File: src/inc/dau_flags_defs.svh
// Offsets, bit positions, reset values and field constants of the status-flag block
`ifndef DAU_FLAGS_DEFS_SVH
`define DAU_FLAGS_DEFS_SVH
// Register byte addresses
`define STATUS_WORD_ADDR 8'h00
`define IRQ_STATUS_ADDR 8'h04
`define IRQ_MASK_ADDR 8'h08
`define ADDR_BITS 8
// Status word bit positions
`define BIT_NEG 15
`define BIT_ZERO 14
`define BIT_LOV 13
`define BIT_MOV 12
`define BIT_SLOV 11
`define BIT_SMOV 10
`define BIT_A1OV 9
`define BIT_A1G_HI 8
`define BIT_A1G_LO 5
`define BIT_A0OV 4
`define BIT_A0G_HI 3
`define BIT_A0G_LO 0
// Reset values
`define STATUS_RESET 16'h0000
`define IRQ_RESET 4'h0
// Interrupt event bit positions
`define EV_LOV 0
`define EV_MOV 1
`define EV_A0OV 2
`define EV_A1OV 3
// Result widths
`define RES_BITS 41
`define GUARD_BITS 4
`endif

File: src/inc/dau_flags_pkg.sv
// Types shared by the status-flag block
package dau_flags_pkg;
  // Source unit of a completed operation
  typedef enum logic [2:0] {
    SRC_ALU = 3'b001,
    SRC_ADDER = 3'b010,
    SRC_BMU = 3'b100
  } src_type;
  // Destination accumulator
  typedef enum logic [1:0] {
    DST_NONE = 2'b00,
    DST_ACC0 = 2'b01,
    DST_ACC1 = 2'b10
  } dst_type;
  // One unit's report of a finished operation
  typedef struct packed {
    logic valid;
    logic [40:0] result;
    logic ovf40;
    logic ovf32;
    logic ctlRange;
  } unit_res_type;
  // Derived flags of one operation
  typedef struct packed {
    logic neg;
    logic zero;
    logic lov;
    logic mov;
  } flags_type;
  // Bus state
  typedef struct packed {
    logic pend;
    logic write;
    logic [7:0] addr;
  } bus_type;
  // AHB-Lite read/response outputs
  typedef struct packed {
    logic [31:0] rdata;
    logic ready;
  } resp_type;
  // Whole state of the top module
  typedef struct packed {
    logic [15:0] status;
    logic [3:0] irqStat;
    logic [3:0] irqMask;
    logic irq;
    bus_type bus;
    resp_type resp;
  } state_type;
endpackage

File: src/rtl/flag_source_sel.sv
// Selects the flag source among the three units and derives the flags
`include "dau_flags_defs.svh"
`default_nettype none
module flag_source_sel
  import dau_flags_pkg::*;
(
  input wire unit_res_type aluRes,
  input wire unit_res_type adderRes,
  input wire unit_res_type bmuRes,
  output logic done,
  output flags_type flags
);
  // Selected result
  unit_res_type sel;

  // ALU has priority, then adder, then BIT_MANIPULATION_UNIT
  always_comb begin
    if (aluRes.valid) begin
      sel = aluRes;
    end else if (adderRes.valid) begin
      sel = adderRes;
    end else begin
      sel = bmuRes;
    end
    done = sel.valid;
    flags.neg = sel.result[`RES_BITS-1];
    flags.zero = (sel.result == '0);
    // BIT_MANIPULATION_UNIT has no 40-bit limit, only the control range check
    flags.lov = (aluRes.valid || adderRes.valid) ? sel.ovf40 : sel.ctlRange;
    flags.mov = sel.ovf32;
  end
endmodule
`default_nettype wire

File: src/rtl/dau_status_flags.sv
// Status-flag logic of the data arithmetic unit with AHB-Lite register access
// Summary of operation
// - ALU result first, else adder or BIT_MANIPULATION_UNIT
// - Bit 15 shows negative result
// - Bit 14 shows zero result
// - Bit 13 shows 40-bit or control overflow
// - Bit 12 shows 32-bit overflow
// - Bit 11 sticky logical overflow, write of zero clears
// - Bit 10 sticky math overflow, write of zero clears
// - Bit 9 accumulator one overflow unsaturated
// - Bit 4 accumulator zero overflow unsaturated
// - Guard bits of both accumulators mapped
`include "dau_flags_defs.svh"
`default_nettype none
module dau_status_flags
  import dau_flags_pkg::*;
(
  input wire logic mclk,
  input wire logic rstn,
  input wire unit_res_type aluRes,
  input wire unit_res_type adderRes,
  input wire unit_res_type bmuRes,
  input wire dst_type dest,
  input wire logic saturationEnableField,
  input wire logic [3:0] accOneLowGuardBits,
  input wire logic [3:0] accZeroLowGuardBits,
  input wire logic hsel,
  input wire logic [31:0] haddr,
  input wire logic [1:0] htrans,
  input wire logic hwrite,
  input wire logic [2:0] hsize,
  input wire logic [31:0] hwdata,
  input wire logic hready,
  output logic [31:0] hrdata,
  output logic hreadyout,
  output logic hresp,
  output logic irq,
  output logic [15:0] statusWord
);
  ////////////////////////////////////////////////////////////////////////////
  // Flag derivation
  // Purely combinational pick of the reporting unit
  // Priority lives in the selector so the top stays flat
  // A unit that reports nothing leaves every flag alone
  // Only one operation is expected per cycle from the core
  // Simultaneous reports still resolve, ALU first
  logic opDone; // A unit finished this cycle
  flags_type newFlags; // Flags of that operation
  flag_source_sel srcSel (
    .aluRes(aluRes),
    .adderRes(adderRes),
    .bmuRes(bmuRes),
    .done(opDone),
    .flags(newFlags)
  );

  ////////////////////////////////////////////////////////////////////////////
  // State
  // Whole block state in one packed word
  // Status, interrupt status, mask and bus pipeline together
  // One next-state copy keeps every update path in one place
  // Ordering of the updates below sets which source wins
  // Software first, hardware events after, guard view last
  // Bus address phase is captured for the following data phase
  state_type s_q; // Registered state
  state_type s_d; // Next state
  logic addrPhase; // Valid transfer address phase
  logic wrStatus; // Data-phase write to the status word
  logic rdIrq; // Data-phase read of interrupt status
  logic a0Ov; // Accumulator zero overflow event
  logic a1Ov; // Accumulator one overflow event
  logic [3:0] events; // Interrupt events this cycle

  always_comb begin
    s_d = s_q;
    addrPhase = hsel && hready && htrans[1];
    wrStatus = s_q.bus.pend && s_q.bus.write && (s_q.bus.addr == `STATUS_WORD_ADDR);
    rdIrq = s_q.bus.pend && !s_q.bus.write && (s_q.bus.addr == `IRQ_STATUS_ADDR);
    // Saturation suppresses the accumulator overflow flags
    a0Ov = opDone && newFlags.mov && dest == DST_ACC0 && !saturationEnableField;
    a1Ov = opDone && newFlags.mov && dest == DST_ACC1 && !saturationEnableField;
    events = '0;
    events[`EV_LOV] = opDone && newFlags.lov;
    events[`EV_MOV] = opDone && newFlags.mov;
    events[`EV_A0OV] = a0Ov;
    events[`EV_A1OV] = a1Ov;
    // Software write takes whole word first, hardware events then win
    if (wrStatus) begin
      s_d.status = s_q.bus.pend ? hwdata[15:0] : s_q.status;
    end
    // Result flags move only on a completed operation or a status-word write
    if (opDone) begin
      s_d.status[`BIT_NEG] = newFlags.neg;
      s_d.status[`BIT_ZERO] = newFlags.zero;
      s_d.status[`BIT_LOV] = newFlags.lov;
      s_d.status[`BIT_MOV] = newFlags.mov;
      if (newFlags.lov) begin
        s_d.status[`BIT_SLOV] = 1'b1;
      end
      if (newFlags.mov) begin
        s_d.status[`BIT_SMOV] = 1'b1;
      end
    end
    if (a1Ov) begin
      s_d.status[`BIT_A1OV] = 1'b1;
    end
    if (a0Ov) begin
      s_d.status[`BIT_A0OV] = 1'b1;
    end
    // Guard bits are a live view of the accumulators
    s_d.status[`BIT_A1G_HI:`BIT_A1G_LO] = accOneLowGuardBits;
    s_d.status[`BIT_A0G_HI:`BIT_A0G_LO] = accZeroLowGuardBits;
    // Interrupt status: read clears, new event wins
    if (rdIrq) begin
      s_d.irqStat = '0;
    end
    s_d.irqStat = s_d.irqStat | events;
    if (s_q.bus.pend && s_q.bus.write && s_q.bus.addr == `IRQ_MASK_ADDR) begin
      s_d.irqMask = hwdata[3:0];
    end
    s_d.irq = |(s_d.irqStat & s_d.irqMask);
    // Read data for the upcoming data phase, zero-wait slave
    s_d.resp.ready = 1'b1;
    s_d.resp.rdata = '0;
    s_d.bus.pend = addrPhase;
    s_d.bus.write = hwrite;
    s_d.bus.addr = haddr[7:0];
    if (addrPhase && !hwrite) begin
      case (haddr[7:0])
        `STATUS_WORD_ADDR: begin
          s_d.resp.rdata = {16'h0000, s_d.status};
        end
        `IRQ_STATUS_ADDR: begin
          s_d.resp.rdata = {28'h000_0000, s_d.irqStat};
        end
        `IRQ_MASK_ADDR: begin
          s_d.resp.rdata = {28'h000_0000, s_d.irqMask};
        end
        default: begin
          s_d.resp.rdata = '0; // Unmapped reads zero
        end
      endcase
    end
  end

  // Single state register
  // Asynchronous clear loads constants only
  // Ready comes out of reset high: the slave never stalls
  // No clock enable, every edge registers the next copy
  always_ff @(posedge mclk or negedge rstn) begin
    if (!rstn) begin
      s_q <= '{status: `STATUS_RESET, irqStat: `IRQ_RESET, irqMask: `IRQ_RESET,
               irq: 1'b0, bus: '0, resp: '{rdata: 32'h0000_0000, ready: 1'b1}};
    end else begin
      s_q <= s_d;
    end
  end

  ////////////////////////////////////////////////////////////////////////////
  // Outputs straight from flip-flops
  // No logic between the state register and the pins
  // Response is tied to OKAY: no access is ever refused
  // Flags therefore lag the finishing operation by one cycle
  assign hrdata = s_q.resp.rdata;
  assign hreadyout = s_q.resp.ready;
  assign hresp = 1'b0;
  assign irq = s_q.irq;
  assign statusWord = s_q.status;

  ////////////////////////////////////////////////////////////////////////////
  // Assertions
  // Each property but p_readyHigh watches the registered status word
  // Antecedents sample unit reports one cycle earlier
  // Software writes are excluded where they may move a bit
  // Held bits are checked against their own earlier value
  // Sticky bits must never drop without a write
  // Accumulator zero bit must never rise with saturation on
  // Bus checks cover the zero-wait, always-okay slave
  // Disabled while reset is low, so reset values are free
  property p_negFlag;
    @(posedge mclk) disable iff (!rstn) opDone |=> statusWord[15] == $past(newFlags.neg);
  endproperty
  a_negFlag: assert property (p_negFlag) else $error("negative flag wrong");

  property p_zeroFlag;
    @(posedge mclk) disable iff (!rstn) opDone |=> statusWord[14] == $past(newFlags.zero);
  endproperty
  a_zeroFlag: assert property (p_zeroFlag) else $error("zero flag wrong");

  property p_lovFlag;
    @(posedge mclk) disable iff (!rstn)
      (aluRes.valid && aluRes.ovf40) |=> statusWord[13];
  endproperty
  a_lovFlag: assert property (p_lovFlag) else $error("logical overflow missed");

  property p_movFlag;
    @(posedge mclk) disable iff (!rstn)
      (opDone && newFlags.mov) |=> statusWord[12] && statusWord[10];
  endproperty
  a_movFlag: assert property (p_movFlag) else $error("math overflow missed");

  property p_stickyLov;
    @(posedge mclk) disable iff (!rstn)
      (statusWord[11] && !wrStatus) |=> statusWord[11];
  endproperty
  a_stickyLov: assert property (p_stickyLov) else $error("sticky lov dropped");

  property p_stickyMov;
    @(posedge mclk) disable iff (!rstn)
      (!statusWord[10] && !(opDone && newFlags.mov) && !wrStatus) |=> !statusWord[10];
  endproperty
  a_stickyMov: assert property (p_stickyMov) else $error("sticky mov set alone");

  property p_acc1Ov;
    @(posedge mclk) disable iff (!rstn)
      (opDone && newFlags.mov && dest == DST_ACC1 && !saturationEnableField) |=> statusWord[9];
  endproperty
  a_acc1Ov: assert property (p_acc1Ov) else $error("acc one overflow missed");

  property p_acc0Ov;
    @(posedge mclk) disable iff (!rstn)
      (opDone && newFlags.mov && dest == DST_ACC0 && !saturationEnableField) |=> statusWord[4];
  endproperty
  a_acc0Ov: assert property (p_acc0Ov) else $error("acc zero overflow missed");

  property p_guard;
    @(posedge mclk) disable iff (!rstn)
      1'b1 |=> statusWord[8:5] == $past(accOneLowGuardBits)
        && statusWord[3:0] == $past(accZeroLowGuardBits);
  endproperty
  a_guard: assert property (p_guard) else $error("guard bits wrong");

  property p_hold;
    @(posedge mclk) disable iff (!rstn)
      (!opDone && !wrStatus) |=> $stable(statusWord[15:12]);
  endproperty
  a_hold: assert property (p_hold) else $error("result flags moved");

  property p_aluFirst;
    @(posedge mclk) disable iff (!rstn)
      aluRes.valid |=> statusWord[14] == ($past(aluRes.result) == '0);
  endproperty
  a_aluFirst: assert property (p_aluFirst) else $error("ALU result not chosen");

  property p_lovAdder;
    @(posedge mclk) disable iff (!rstn)
      (adderRes.valid && !aluRes.valid && adderRes.ovf40) |=> statusWord[13];
  endproperty
  a_lovAdder: assert property (p_lovAdder) else $error("adder overflow missed");

  property p_lovBmu;
    @(posedge mclk) disable iff (!rstn)
      (bmuRes.valid && !aluRes.valid && !adderRes.valid)
        |=> statusWord[13] == $past(bmuRes.ctlRange);
  endproperty
  a_lovBmu: assert property (p_lovBmu) else $error("control range flag wrong");

  property p_movClear;
    @(posedge mclk) disable iff (!rstn)
      (opDone && !newFlags.mov) |=> !statusWord[12];
  endproperty
  a_movClear: assert property (p_movClear) else $error("math overflow stuck");

  property p_stickyLovSet;
    @(posedge mclk) disable iff (!rstn)
      (opDone && newFlags.lov) |=> statusWord[11];
  endproperty
  a_stickyLovSet: assert property (p_stickyLovSet) else $error("sticky lov not set");

  property p_writeLoad;
    @(posedge mclk) disable iff (!rstn)
      (wrStatus && !opDone) |=> statusWord[11] == $past(hwdata[11]);
  endproperty
  a_writeLoad: assert property (p_writeLoad) else $error("status write lost");

  property p_stickyMovKeep;
    @(posedge mclk) disable iff (!rstn)
      (statusWord[10] && !wrStatus) |=> statusWord[10];
  endproperty
  a_stickyMovKeep: assert property (p_stickyMovKeep) else $error("sticky mov dropped");

  property p_acc1Keep;
    @(posedge mclk) disable iff (!rstn)
      (statusWord[9] && !wrStatus) |=> statusWord[9];
  endproperty
  a_acc1Keep: assert property (p_acc1Keep) else $error("acc one flag dropped");

  property p_acc0Sat;
    @(posedge mclk) disable iff (!rstn)
      (!statusWord[4] && !wrStatus && saturationEnableField) |=> !statusWord[4];
  endproperty
  a_acc0Sat: assert property (p_acc0Sat) else $error("acc zero flag under saturation");

  property p_readyHigh;
    @(posedge mclk) disable iff (!rstn)
      1'b1 |-> hreadyout && !hresp;
  endproperty
  a_readyHigh: assert property (p_readyHigh) else $error("slave stalled or refused");
endmodule
`default_nettype wire

File: config.mk
export PLATFORM = sky130hd
export DESIGN_NAME = dau_status_flags
export DESIGN_NICKNAME = d
export VERILOG_FILES = /design/src/inc/dau_flags_pkg.sv /design/src/rtl/flag_source_sel.sv /design/src/rtl/dau_status_flags.sv
export VERILOG_INCLUDE_DIRS = /design/src /design/src/inc
export SDC_FILE = /design/constraint.sdc
export NUM_CORES = 1
export LEC_CHECK = 0
export BUFFER_PORTS_ARGS = -buffer_cell sky130_fd_sc_hd__buf_2
export CORE_ASPECT_RATIO = 0.6
export CORE_MARGIN = 1
export CORE_UTILIZATION = 27
export DETAILED_ROUTE_END_ITERATION = 10
export GPL_ROUTABILITY_DRIVEN = 0
export PLACE_DENSITY = 0.72
export SYNTH_ARGS = -nofsm -noshare
export SYNTH_HDL_FRONTEND = slang
export SYNTH_SLANG_ARGS = --single-unit
File: constraint.sdc
create_clock -name mclk -period 2 [get_ports mclk]
set_input_delay 0.2 -clock mclk [delete_from_list [all_inputs] [get_ports mclk]]
set_output_delay 0.2 -clock mclk [all_outputs]
set_load 0.005 [all_outputs]
==> results.ini <==
[drt]
drt_iter0_drc = 126
routed-via-count = 2527
drtAntennaViolNets = 0
wl_per_cell_um = 14.7
post-route-drc-count = 0
wirelength_um = 8440
drt_pass1_iterations = 4
viasPerCell = 4.42

[clock_tree]
cts_made_buffers = 5
cts_tree = done
root_buffer = clkbuf_16
clk_pin_slew_ps = 70
cts_num_sinks = 51
worstSkewPairLatency_ps = 300
clockBufferDepth = 2
htreeDepth = 2

[placement]
place_inst = 562
io_buffers = 201
hpwl_um = 7200

[setup_path]
worstSetupPathType = flop to flop
timing.critical_path.cells = nor4b_2 -> buf_4 -> nand4_1 -> a21oi_1 -> inv_1 -> a211o_1
cp_slowest_cell = dfrtp_1
arrival_ps = 2060
critPathCaptureType = flop
crit_buf_inv = 2
slowest_delay_ps = 370
cp-start-kind = flop
worstPathRequired_ps = 2170
critPathTopFamily = compound AO/OA/AOI/OAI gates
crit_fanout = 4

[final_layout]
syn2layout_area_growth_pct = 43.7
final_core_util_pct = 40.4
fillers = 949
antenna_cells = 0
instances_no_fill = 572
final_nets = 661
drive_above_1_share_pct = 52.5

[worst_hold_path]
hp-class = primary input to flop

[logic_synthesis]
avgSynthCellArea_um2 = 10.3
synth.distinct_cells = 41
async_flop_share_pct = 100
yosysTopAreaCellShare_pct = 48.9
synth_warnings = 0
synth_compound_area_share_pct = 8.62
synth_flop_cell = dfrtp_1
muxShareOfSynthArea_pct = 4.65
synth_cells = 254
synth-seq-cells = 51
yosys.area_share.simple_pct = 21.8
netlist_area_mm2 = 0.00261
yosysSeqAreaShare_pct = 48.9
synth_top_family_by_area = simple AND/OR/NAND/NOR gates
ys_top_cells_by_area = dfrtp_1 (49%), buf_4 (14%), nor4_1 (4.8%)
ys_top_cells_by_count = dfrtp_1 (51), buf_4 (50), nor4_1 (20)
synth_xor_xnor_area_share_pct = 0
yosys.area.top_type = dfrtp_1
synth-adder-area-share_pct = 0
synth_edf_count = 0
synth.most_common_cell = dfrtp_1

[global_routing]
grt_usage_pct = 17.5
grt_pass1_vias = 2635
grt_pass1_wl_um = 13200
grt_max_degree = 27
antenna_found_initial = 0
gr-total-overflow = 0

[floorplanning]
die_w_um = 129
std_cell_rows = 27
die_area_mm2 = 0.0101
fp.dieH_um = 78.2
start_util_pct = 28.1
top_level_ports = 271
core_area_mm2 = 0.00929

[job]
maxCapViolCount = 0

[sta]
setup_viol = 0
slew_violations = 0
period_share_pct = 94.7
fin_skew_ps = 9.23
rsz0062_at_grt = yes
period_needed_ps = 1890
finalHoldViolCount = 0
max_freq_ghz = 0.528

[pwr]
power.internal_uw = 1840
p_leak_uw = 0.00198
peakVddDrop_mv = 0.347
power.switching_uw = 560
p_per_area_mw_per_mm2 = 639
combPwrFrac_pct = 14.1
switching_share_pct = 23.3
pwr-share-clk_pct = 41.1
power_frac_seq_pct = 44.8

[status]
outcome = complete, no violations

## cells by family after synthesis
group | Yosys count
AO/OA/AOI/OAI | 35
buffers and inverters | 60
flip-flops | 51
multiplexers | 12
other | 2
AND/OR/NAND/NOR | 94
## per-stage QoR
stage | area [um^2] | setup TNS, ps | setup WS [ps] | power, uW | hold WS (ps)
2_1_floorplan | 2670 | 0 | 163 | 1230 | -95.6
3_3_place_gp | 3560 | 0 | 93.0 | 1420 | 74.8
3_5_place_dp | 3560 | 0 | 89.1 | 1430 | 86.3
4_1_cts | 3750 | 0 | 55.7 | 2440 | 11.3
5_1_grt | 3750 | -26.6 | -26.6 | 2530 | 11.2
6_report | 3750 | 0 | 106 | 2400 | 17.7
## power by group through the flow
stage	logic, uW	clock network, uW	registers, uW
after global routing	376	1070	1080
after detailed placement	337	0	1100
after CTS	339	1020	1080
after global placement	328	0	1100
final	337	986	1080
after floorplan	133	0	1090
## per-layer routing
metal	routed length, um	share of wire, %	vias up	GRT usage [%]
met1	3780	45	1208	22.9
met5	0	0	-	0
met2	4050	48	82	28.6
met4	76	0.90	0	3.65
met3	527	6.2	10	5.11
li1	-	-	1227	-
## worst reg2reg max path: stages, from the launching register on
cell and delay (ps):
dfrtp_1 370, nor4b_2 330, buf_4 180, nand4_1 230
a21oi_1 270, inv_1 80, a211o_1 310
## final timing paths
path,from,endpoint,slack (ps),depth (start not counted)
min reg2reg,s_q[49],s_q[49],500,2
min in group asynchronous,rstn,s_q[38],300,2
max reg2reg,s_q[39],irq,110,6
max in group asynchronous,rstn,s_q[45],1070,3
max,s_q[39],irq,110,6
min,accOneLowGuardBits[1],statusWord[6],20,1
## state kept, by name, summed over array words and instances (netlist names)
name and cells:
hrdata 16, s_q 18, statusWord 16, irq 1
## repair_timing
action	4_1_cts	5_1_grt
setup buffers	0	1
hold endpoints to repair	10	0
hold buffers	1	0
resized for setup	0	1
endpoints found under the setup margin	0	4
## layout by cell type (no fill, tap or decap), types with 4 or more instances in the layout
cell / n
nand2_1: 8
a211o_1: 4
buf_2: 201
nand4_1: 8
buf_4: 16
a21oi_1: 15
nor4_1: 20
and2_1: 8
clkbuf_16: 5
or4_1: 4
inv_1: 6
conb_1: 18
nor3_1: 10
o21ai_0: 4
dfrtp_1: 51
mux2i_1: 11
nor2_1: 13
## area by class of cell
type	instances	area [um^2]	share of cell area [%]
well taps	130	163	4.33
clock buffers	5	125	3.33
flip-flops and latches	51	1280	34.0
inverters	6	22.5	0.600
clock inverters	3	47.5	1.27
repair buffers	218	1140	30.3
multi-input cells	159	983	26.2
No activity file was read; power rests on OpenSTA's default activity.
